===== src/logic/mal_pkg.sv =====
package mal_pkg;
  localparam logic [7:0] OFS_CHIP_CFG = 8'h08;
  localparam logic [7:0] OFS_STA_LOW = 8'h10;
  localparam logic [7:0] OFS_STA_MID = 8'h12;
  localparam logic [7:0] OFS_STA_HIGH = 8'h14;
  localparam logic [7:0] OFS_BUS_CTRL = 8'h20;
  localparam logic [7:0] OFS_ROM_CTRL = 8'h22;
  localparam logic [15:0] RST_BUS_CTRL = 16'h0000;
  localparam logic [15:0] RST_ROM_CTRL = 16'h0000;
  localparam logic [15:0] RST_STA = 16'h0000;
  // Serial ROM control bit positions
  localparam int RC_CS = 0;
  localparam int RC_SK = 1;
  localparam int RC_DI = 2;
  localparam int RC_DO = 3;
  localparam int RC_SW_EN = 4;
  localparam logic [15:0] RC_WMASK = 16'h0017;
  // Chip configuration bit positions
  localparam int CC_PRESENT = 0;
  localparam int CC_LOADED = 1;
  // ROM framing
  localparam logic [1:0] ROM_OP_READ = 2'h2;
  localparam logic [1:0] ROM_LAST_WORD = 2'h3;
  localparam logic [4:0] ROM_FIRST_DATA_BIT = 5'h0A;
  localparam logic [4:0] ROM_LAST_BIT = 5'h19;
  // Timing
  localparam int CLK_PERIOD_NS = 40;
  localparam int ROM_SK_HALF_NS = 500;
  localparam int ROM_SK_HALF_INT =
    (ROM_SK_HALF_NS + CLK_PERIOD_NS - 1) / CLK_PERIOD_NS;
  localparam logic [4:0] ROM_SK_HALF_CYC = 5'(ROM_SK_HALF_INT);
  localparam logic [1:0] STRAP_SETTLE_CYC = 2'h3;
  // SPI command opcodes
  localparam logic [1:0] OP_REG_RD = 2'h0;
  localparam logic [1:0] OP_REG_WR = 2'h1;

  typedef struct packed {
    logic [1:0] op;
    logic [3:0] be;
    logic [5:0] addr;
    logic [3:0] pad;
  } mal_cmd_s;

  typedef enum {MAL_AL_SETTLE, MAL_AL_ISSUE, MAL_AL_BUSY, MAL_AL_DONE}
    mal_al_e;
  typedef enum {MAL_RD_IDLE, MAL_RD_SHIFT} mal_rd_e;
endpackage : mal_pkg


===== src/logic/mal_rom_reader.sv =====
`timescale 1ns/10ps
`default_nettype none
module mal_rom_reader (
  input wire logic clk,
  input wire logic arst_n,
  input wire logic ce,
  input wire logic start,
  input wire logic [5:0] addr,
  input wire logic rom_do_s,
  output logic busy,
  output logic done,
  output logic [15:0] data,
  output logic rom_cs,
  output logic rom_sk,
  output logic rom_di
);
  mal_pkg::mal_rd_e st_r;
  logic [4:0] div_r;
  logic [4:0] bit_r;
  logic [8:0] sh_r;
  logic done_r;
  logic cs_r;
  logic sk_r;
  logic [15:0] data_r;

  // Start bit, read opcode and address go out MSB first; data follows a
  // dummy zero, so sampling begins ten clocks of SK into the frame
  always_ff @(posedge clk or negedge arst_n) begin
    if (!arst_n) begin
      st_r <= mal_pkg::MAL_RD_IDLE;
      div_r <= 5'h00;
      bit_r <= 5'h00;
      sh_r <= 9'h000;
      done_r <= 1'b0;
      cs_r <= 1'b0;
      sk_r <= 1'b0;
      data_r <= 16'h0000;
    end else if (ce) begin
      done_r <= 1'b0;
      case (st_r)
        mal_pkg::MAL_RD_IDLE: begin
          if (start) begin
            st_r <= mal_pkg::MAL_RD_SHIFT;
            cs_r <= 1'b1;
            sk_r <= 1'b0;
            div_r <= 5'h00;
            bit_r <= 5'h00;
            sh_r <= {1'b1, mal_pkg::ROM_OP_READ, addr};
          end
        end
        mal_pkg::MAL_RD_SHIFT: begin
          if (div_r == mal_pkg::ROM_SK_HALF_CYC - 5'h01) begin
            div_r <= 5'h00;
            sk_r <= ~sk_r;
            if (!sk_r) begin
              if (bit_r >= mal_pkg::ROM_FIRST_DATA_BIT) begin
                data_r <= {data_r[14:0], rom_do_s};
              end
            end else if (bit_r == mal_pkg::ROM_LAST_BIT) begin
              st_r <= mal_pkg::MAL_RD_IDLE;
              cs_r <= 1'b0;
              done_r <= 1'b1;
            end else begin
              bit_r <= bit_r + 5'h01;
              sh_r <= {sh_r[7:0], 1'b0};
            end
          end else begin
            div_r <= div_r + 5'h01;
          end
        end
        default: st_r <= mal_pkg::MAL_RD_IDLE;
      endcase
    end
  end

  assign busy = (st_r != mal_pkg::MAL_RD_IDLE);
  assign done = done_r;
  assign data = data_r;
  assign rom_cs = cs_r;
  assign rom_sk = sk_r;
  assign rom_di = sh_r[8];
endmodule : mal_rom_reader
`default_nettype wire


===== src/logic/mal_top.sv =====
`timescale 1ns/10ps
`default_nettype none
module mal_top (
  input wire logic CLK_SYS,
  input wire logic ARST_N,
  input wire logic CE,
  input wire logic ROM_PRESENT_STRAP,
  input wire logic SPI_CS_N,
  input wire logic SPI_SCK,
  input wire logic SPI_MOSI,
  output logic SPI_MISO,
  output logic SPI_MISO_OE,
  output logic ROM_CS,
  output logic ROM_SK,
  output logic ROM_DI,
  input wire logic ROM_DO,
  output logic [47:0] STATION_ADDR
);
  // Pin synchronisers: strap, cs_n, sck, mosi, rom data
  logic [4:0] s1_r;
  logic [4:0] s2_r;
  logic strap_s, cs_n_s, sck_s, mosi_s, rom_do_s;
  logic sck_d_r;
  logic sck_rise, sck_fall;

  logic [1:0] settle_r;
  logic present_r;
  mal_pkg::mal_al_e al_st_r;
  logic [1:0] al_word_r;
  logic rd_start_r;
  logic rd_busy, rd_done;
  logic [15:0] rd_data;
  logic rd_cs, rd_sk, rd_di;
  logic loaded;

  logic [15:0] sta_r [3];
  logic [15:0] bus_ctrl_r;
  logic [15:0] rom_ctrl_r;

  logic [2:0] bit_r;
  logic [7:0] rx_r;
  logic in_cmd_r;
  logic cmd_hi_r;
  logic [7:0] cmd_b1_r;
  mal_pkg::mal_cmd_s cmd_r;
  mal_pkg::mal_cmd_s cmd_new;
  logic [1:0] lane_r;
  logic lane_ok_r;
  logic [7:0] tx_r;
  logic byte_done;
  logic [7:0] rx_byte;
  logic host_we;
  logic [6:0] w_idx;
  logic [2:0] nl_cmd, nl_dat;
  logic [7:0] tx_next;

  function automatic logic [2:0] next_lane(input logic [3:0] be,
                                           input logic [2:0] from);
    logic [2:0] res;
    res = 3'h0;
    for (int i = 3; i >= 0; i--) begin
      if (be[i] && (3'(i) >= from)) begin
        res = {1'b1, 2'(i)};
      end
    end
    return res;
  endfunction : next_lane

  function automatic logic [15:0] rd_word(input logic [6:0] idx);
    logic [15:0] w;
    w = 16'h0000;
    case (idx)
      mal_pkg::OFS_CHIP_CFG[7:1]: begin
        w[mal_pkg::CC_PRESENT] = present_r;
        w[mal_pkg::CC_LOADED] = loaded;
      end
      mal_pkg::OFS_STA_LOW[7:1]: w = sta_r[0];
      mal_pkg::OFS_STA_MID[7:1]: w = sta_r[1];
      mal_pkg::OFS_STA_HIGH[7:1]: w = sta_r[2];
      mal_pkg::OFS_BUS_CTRL[7:1]: w = bus_ctrl_r;
      mal_pkg::OFS_ROM_CTRL[7:1]: begin
        w = rom_ctrl_r & mal_pkg::RC_WMASK;
        w[mal_pkg::RC_DO] = rom_do_s;
      end
      default: w = 16'h0000;
    endcase
    return w;
  endfunction : rd_word

  function automatic logic [7:0] rd_byte(input logic [5:0] a,
                                         input logic [1:0] lane);
    logic [15:0] w;
    w = rd_word({a, lane[1]});
    return lane[0] ? w[15:8] : w[7:0];
  endfunction : rd_byte

  always_ff @(posedge CLK_SYS or negedge ARST_N) begin
    if (!ARST_N) begin
      // Select idles high in both stages, so no false select after reset
      s1_r <= 5'h02;
      s2_r <= 5'h02;
      sck_d_r <= 1'b0;
    end else if (CE) begin
      s1_r <= {ROM_DO, SPI_MOSI, SPI_SCK, SPI_CS_N, ROM_PRESENT_STRAP};
      s2_r <= s1_r;
      sck_d_r <= sck_s;
    end
  end
  assign {rom_do_s, mosi_s, sck_s, cs_n_s, strap_s} = s2_r;
  assign sck_rise = sck_s && !sck_d_r && !cs_n_s;
  assign sck_fall = !sck_s && sck_d_r && !cs_n_s;

  // Strap caught only after the synchronisers have filled
  always_ff @(posedge CLK_SYS or negedge ARST_N) begin
    if (!ARST_N) begin
      settle_r <= 2'h0;
      present_r <= 1'b0;
    end else if (CE && settle_r != mal_pkg::STRAP_SETTLE_CYC) begin
      settle_r <= settle_r + 2'h1;
      if (settle_r == mal_pkg::STRAP_SETTLE_CYC - 2'h1) begin
        present_r <= strap_s;
      end
    end
  end

  always_ff @(posedge CLK_SYS or negedge ARST_N) begin
    if (!ARST_N) begin
      al_st_r <= mal_pkg::MAL_AL_SETTLE;
      al_word_r <= 2'h0;
      rd_start_r <= 1'b0;
    end else if (CE) begin
      rd_start_r <= 1'b0;
      case (al_st_r)
        mal_pkg::MAL_AL_SETTLE: begin
          if (settle_r == mal_pkg::STRAP_SETTLE_CYC) begin
            al_st_r <= present_r ? mal_pkg::MAL_AL_ISSUE
                                 : mal_pkg::MAL_AL_DONE;
          end
        end
        mal_pkg::MAL_AL_ISSUE: begin
          rd_start_r <= 1'b1;
          al_st_r <= mal_pkg::MAL_AL_BUSY;
        end
        mal_pkg::MAL_AL_BUSY: begin
          if (rd_done) begin
            if (al_word_r == mal_pkg::ROM_LAST_WORD) begin
              al_st_r <= mal_pkg::MAL_AL_DONE;
            end else begin
              al_word_r <= al_word_r + 2'h1;
              al_st_r <= mal_pkg::MAL_AL_ISSUE;
            end
          end
        end
        mal_pkg::MAL_AL_DONE: al_st_r <= mal_pkg::MAL_AL_DONE;
        default: al_st_r <= mal_pkg::MAL_AL_DONE;
      endcase
    end
  end
  assign loaded = (al_st_r == mal_pkg::MAL_AL_DONE);

  mal_rom_reader u_reader (
    .clk(CLK_SYS),
    .arst_n(ARST_N),
    .ce(CE),
    .start(rd_start_r),
    .addr({4'h0, al_word_r}),
    .rom_do_s(rom_do_s),
    .busy(rd_busy),
    .done(rd_done),
    .data(rd_data),
    .rom_cs(rd_cs),
    .rom_sk(rd_sk),
    .rom_di(rd_di)
  );

  // SPI slave, mode 0; SCK must stay below a quarter of the system clock
  assign byte_done = sck_rise && (bit_r == 3'h7);
  assign rx_byte = {rx_r[6:0], mosi_s};
  assign cmd_new = {cmd_b1_r, rx_byte};
  assign nl_cmd = next_lane(cmd_new.be, 3'h0);
  assign nl_dat = next_lane(cmd_r.be, {1'b0, lane_r} + 3'h1);
  assign host_we = byte_done && !in_cmd_r && lane_ok_r &&
                   cmd_r.op == mal_pkg::OP_REG_WR;
  assign w_idx = {cmd_r.addr, lane_r[1]};
  // A process, not an assign, so register changes re-evaluate it too
  always_comb begin
    tx_next = in_cmd_r ? rd_byte(cmd_new.addr, nl_cmd[1:0])
                       : rd_byte(cmd_r.addr, nl_dat[1:0]);
  end

  always_ff @(posedge CLK_SYS or negedge ARST_N) begin
    if (!ARST_N) begin
      bit_r <= 3'h0;
      rx_r <= 8'h00;
      in_cmd_r <= 1'b1;
      cmd_hi_r <= 1'b0;
      cmd_b1_r <= 8'h00;
      cmd_r <= '0;
      lane_r <= 2'h0;
      lane_ok_r <= 1'b0;
      tx_r <= 8'h00;
      SPI_MISO <= 1'b0;
      SPI_MISO_OE <= 1'b0;
    end else if (CE) begin
      SPI_MISO_OE <= !cs_n_s;
      if (cs_n_s) begin
        bit_r <= 3'h0;
        in_cmd_r <= 1'b1;
        cmd_hi_r <= 1'b0;
        lane_ok_r <= 1'b0;
      end else if (sck_rise) begin
        rx_r <= rx_byte;
        bit_r <= bit_r + 3'h1;
        if (byte_done && in_cmd_r && !cmd_hi_r) begin
          cmd_b1_r <= rx_byte;
          cmd_hi_r <= 1'b1;
        end else if (byte_done && in_cmd_r) begin
          cmd_r <= cmd_new;
          in_cmd_r <= 1'b0;
          lane_r <= nl_cmd[1:0];
          lane_ok_r <= nl_cmd[2];
          tx_r <= tx_next;
        end else if (byte_done) begin
          lane_r <= nl_dat[1:0];
          lane_ok_r <= lane_ok_r && nl_dat[2];
          tx_r <= tx_next;
        end
      end else if (sck_fall && !in_cmd_r) begin
        SPI_MISO <= tx_r[7];
        tx_r <= {tx_r[6:0], 1'b0};
      end
    end
  end

  // A station word from the automatic load wins over a host write in the same cycle
  always_ff @(posedge CLK_SYS or negedge ARST_N) begin
    if (!ARST_N) begin
      for (int i = 0; i < 3; i++) begin
        sta_r[i] <= mal_pkg::RST_STA;
      end
    end else if (CE) begin
      if (al_st_r == mal_pkg::MAL_AL_BUSY && rd_done &&
          al_word_r != 2'h0) begin
        sta_r[al_word_r - 2'h1] <= rd_data;
      end else if (host_we) begin
        for (int i = 0; i < 3; i++) begin
          if (w_idx == mal_pkg::OFS_STA_LOW[7:1] + 7'(i)) begin
            if (lane_r[0]) begin
              sta_r[i][15:8] <= rx_byte;
            end else begin
              sta_r[i][7:0] <= rx_byte;
            end
          end
        end
      end
    end
  end

  always_ff @(posedge CLK_SYS or negedge ARST_N) begin
    if (!ARST_N) begin
      bus_ctrl_r <= mal_pkg::RST_BUS_CTRL;
    end else if (CE && host_we && w_idx == mal_pkg::OFS_BUS_CTRL[7:1]) begin
      if (lane_r[0]) begin
        bus_ctrl_r[15:8] <= rx_byte;
      end else begin
        bus_ctrl_r[7:0] <= rx_byte;
      end
    end
  end

  always_ff @(posedge CLK_SYS or negedge ARST_N) begin
    if (!ARST_N) begin
      rom_ctrl_r <= mal_pkg::RST_ROM_CTRL;
    end else if (CE && host_we && w_idx == mal_pkg::OFS_ROM_CTRL[7:1]) begin
      if (lane_r[0]) begin
        rom_ctrl_r[15:8] <= rx_byte & mal_pkg::RC_WMASK[15:8];
      end else begin
        rom_ctrl_r[7:0] <= rx_byte & mal_pkg::RC_WMASK[7:0];
      end
    end
  end

  // Software bit-banging is locked out until the automatic load finishes
  always_ff @(posedge CLK_SYS or negedge ARST_N) begin
    if (!ARST_N) begin
      ROM_CS <= 1'b0;
      ROM_SK <= 1'b0;
      ROM_DI <= 1'b0;
    end else if (CE) begin
      if (loaded && rom_ctrl_r[mal_pkg::RC_SW_EN]) begin
        ROM_CS <= rom_ctrl_r[mal_pkg::RC_CS];
        ROM_SK <= rom_ctrl_r[mal_pkg::RC_SK];
        ROM_DI <= rom_ctrl_r[mal_pkg::RC_DI];
      end else begin
        ROM_CS <= rd_cs;
        ROM_SK <= rd_sk;
        ROM_DI <= rd_di;
      end
    end
  end

  assign STATION_ADDR = {sta_r[2], sta_r[1], sta_r[0]};
endmodule : mal_top
`default_nettype wire


===== config.mk =====
export PLATFORM = sky130hd
export DESIGN_NAME = mal_top
export DESIGN_NICKNAME = d
export VERILOG_FILES = /design/src/logic/mal_pkg.sv /design/src/logic/mal_rom_reader.sv /design/src/logic/mal_top.sv
export SDC_FILE = /design/constraint.sdc
export NUM_CORES = 1
export LEC_CHECK = 0
export CORE_ASPECT_RATIO = 0.5
export CORE_MARGIN = 2
export CORE_UTILIZATION = 49
export CTS_CLUSTER_SIZE = 14
export DETAILED_ROUTE_END_ITERATION = 8
export DONT_BUFFER_PORTS = 1
export PLACE_DENSITY_LB_ADDON = 0.1
export REMOVE_ABC_BUFFERS = 1
export SLEW_MARGIN = 20
export SYNTH_ARGS = -nofsm -noshare
export SYNTH_HDL_FRONTEND = slang
export SYNTH_SLANG_ARGS = --single-unit

===== constraint.sdc =====
create_clock -name CLK_SYS -period 4 [get_ports CLK_SYS]
set_clock_uncertainty 0.15 [all_clocks]
set_input_delay 0.2 -clock CLK_SYS [delete_from_list [all_inputs] [get_ports CLK_SYS]]
set_output_delay 0.2 -clock CLK_SYS [all_outputs]
set_load 0.03 [all_outputs]

==> summary.txt <==
Run status
  – Status: finished with violations
  – Failing checks: negative hold slack

Flow run
  – Max Cap Violations: 0

Layout
  – Area grow syn2layout: 8.70%
  – Final Util: 54.2%
  – Antenna diodes: 0
  – # nets final: 903
  – Share of layout cells above drive strength 1: 17.4%
  – Finished Layout Cells: 1134

Clock tree
  – Clk pin slew, worst setup/hold paths: 0.07 ns
  – Post-CTS setup buffer count: 0
  – CTS tree: yes
  – Post-CTS sizing: 0
  – Inserted Clock Buffers: 17
  – Htree depth: 4
  – CTS sink count: 172
  – Cts-stage hold buffer count: 8
  – Clock Latency Late Sink: 0.44 ns
  – Root Driver: clkbuf_16
  – Clk buf depth: 2

STA
  – Tcrit/Tclk final: 72.6%
  – Fmax: 0.344 GHz
  – Max-slew headroom: 36.8%
  – Period minus WS final: 2.90 ns
  – Final Max Tran Viols: 0
  – Unrepaired setup endpoints after global routing: false
  – Setup violators final: 0
  – Setup TNS: 0 ns
  – Endpoints failing hold: 172
  – Worst Tran Pin Value: 0.948 ns
  – Setup WS post-layout: 1.10 ns
  – Hold Worst Slack: -0.695 ns

Routing
  – Drt wl/cell: 23.5 um
  – DRC marker count from the first detailed-route iteration: 643
  – Drc violations: 0
  – Final wirelength: 26.7 mm
  – Vias: 7186
  – Antenna Nets Post-Route: 0
  – Via density: 6.34
  – First drt pass iteration count: 6

Synthesis
  – Yosys top cell area share: 46.2%
  – Main area contributors after synthesis: dfrtp_1 (46%), mux2_2 (8.9%), a21oi_1 (6.3%)
  – Post-synth top flop: dfrtp_1
  – Post-synthesis sequential area ratio: 47.1%
  – Synthesized area per cell: 10.2 sq um
  – Most common cell in the netlist: dfrtp_1
  – #FFs+latches synth: 172
  – Ys async rst share: 100%
  – Mapped Cells: 899
  – Post-synth EDFFs: 0
  – Mapped cell area: 0.00915 sq mm
  – Synth warn: 0
  – Synth unique cells: 86
  – Most frequent cells after synthesis: dfrtp_1 (169), a21oi_1 (115), nor2_1 (77)
  – Area leader, netlist: dfrtp_1

GRT
  – Tot GR Track Use: 27.9%
  – Initial antenna violation count: 0
  – GR Overflow Total: 0
  – Vias in the first global route: 6884
  – Largest net degree at the start of global routing: 173
  – First-pass GRT wire length: 41.6 mm

Place
  – Placed wire-length estimate: 18.2 mm
  – PortBufs: 0
  – Placed insts: 1095
  – GPL Wtd Cong: 0.936
  – Worst slack, placed: 1.15 ns

Floorplanning
  – Io pins: 61
  – DIE AREA: 0.0198 sq mm
  – Die width: 197 um
  – Core area: 0.0183 sq mm
  – Die height: 101 um
  – Rows: 35
  – Starting Density: 49.9%

Pwr
  – LEAKAGE: 0.00436 uW
  – Worst vdd ir: 0.312 mV
  – Pwr dens: 473 mW/mm^2
  – Total power draw: 4700 uW

Worst setup path
  – Worst flop-to-flop path endpoint: bus_ctrl_r[14]
  – R2R cell count: 4
  – FF-to-FF Start: cmd_r[4]
  – Crit path max fanout: 22
  – Crit Path Category: reg2reg
  – Arrival time worst endpoint: 3.07 ns
  – R2r setup slk: 1.10 ns
  – Startpoint Class: flip-flop
  – Crit path capture type: flip-flop
  – Worst path required time: 4.17 ns

Min path
  – Tightest Hold Check Type: in2async
flip-flops by register name, indices dropped and copies added (netlist names), 2 cells and up:
name / count
tx_r: 8
s1_r: 5
al_word_r: 2
u_reader.div_r: 5
u_reader.data: 16
rom_ctrl_r: 4
u_reader.sh_r: 9
settle_r: 2
rx_r: 7
bus_ctrl_r: 16
STATION_ADDR: 48
cmd_r: 11
lane_r: 2
al_st_r: 2
cmd_b1_r: 8
bit_r: 3
s2_r: 5
u_reader.bit_r: 5
cells by family (layout without fill, tap and decap cells):
kind of cell / after synthesis / after routing / synth area share (%)
compound gates: 284 / 284 / 19.8
xor+xnor: 2 / 2 / 0.191
fa+ha+maj: 13 / 13 / 1.78
buf+inv: 75 / 70 / 4.02
flops: 172 / 172 / 47.1
mux: 101 / 101 / 12.4
simple gates: 252 / 252 / 14.7
worst max-delay path, stage by stage (launching register included):
cell and delay [ns]:
dfrtp_1 0.62, nor4_2 0.45, and2_1 0.81, nand4b_2 0.39, mux2_2 0.37
layer usage:
| metal | vias to the layer above | global-route usage (%) | share of wire (%) |
|---|---|---|---|
| met5 | - | 0 | 0 |
| met4 | 0 | 9.54 | 2.5 |
| met3 | 52 | 5.52 | 7.4 |
| met2 | 276 | 40.9 | 43 |
| met1 | 3578 | 41.1 | 47 |
| li1 | 3280 | - | - |
placed cells by master (no fill, tap or decap), types with 4 or more instances in the layout:
master,Yosys,routed
mux2i_1,22,22
nor2b_1,14,14
and3_1,7,7
o21ai_0,47,47
o2bb2ai_1,11,11
clkbuf_16,0,17
nand3_1,27,27
mux2_4,7,7
dlygate4sd3_1,0,7
a221oi_1,15,15
ha_1,13,13
a21oi_1,115,115
inv_1,15,15
mux2_2,72,72
o221ai_1,8,8
nand4b_1,5,5
nand2_1,63,63
a31oi_1,12,12
a21o_1,6,6
nor2_1,77,77
o211ai_1,4,4
buf_4,7,14
a22o_1,11,11
nor3b_1,4,4
and2_1,7,7
dfrtp_1,169,169
a22oi_1,18,18
nand2b_1,6,6
o31ai_1,4,4
final cells by class:
| class | instances | area, sq um |
|---|---|---|
| Tap cell | 240 | 300 |
| Multi-Input combinational cell | 652 | 4470 |
| Clock buffer | 19 | 443 |
| Timing Repair Buffer | 22 | 195 |
| Sequential cell | 172 | 4310 |
| Clock inverter | 12 | 161 |
| Fill cell | 1611 | 8400 |
| Inverter | 17 | 63.8 |
report_power, final:
part	switching, uW	internal, uW
Sequential	228	1880
Combinational	534	315
Clock	739	1000
Total	1500	3200
per-stage QoR:
stage | area, sq um | hold slack (ns)
floorplan | 8850 | -0.246
global placement | 9250 | -0.241
detailed placement | 9250 | -0.241
CTS | 9950 | -0.696
global route | 9950 | -0.703
finish | 9950 | -0.695
worst max path at each step:
| stage | start | end | cells past startpoint |
|---|---|---|---|
| 6_report | cmd_r[4] | bus_ctrl_r[14] | 4 |
| 5_1_grt | cmd_r[4] | bus_ctrl_r[11] | 4 |
| 4_1_cts | cmd_r[4] | bus_ctrl_r[11] | 4 |
| 3_5_place_dp | cmd_r[4] | bus_ctrl_r[8] | 4 |
| 3_3_place_gp | cmd_r[4] | bus_ctrl_r[15] | 4 |
| 2_1_floorplan | bit_r[1] | tx_r[1] | 8 |
Power figures use the tool's default switching activity.
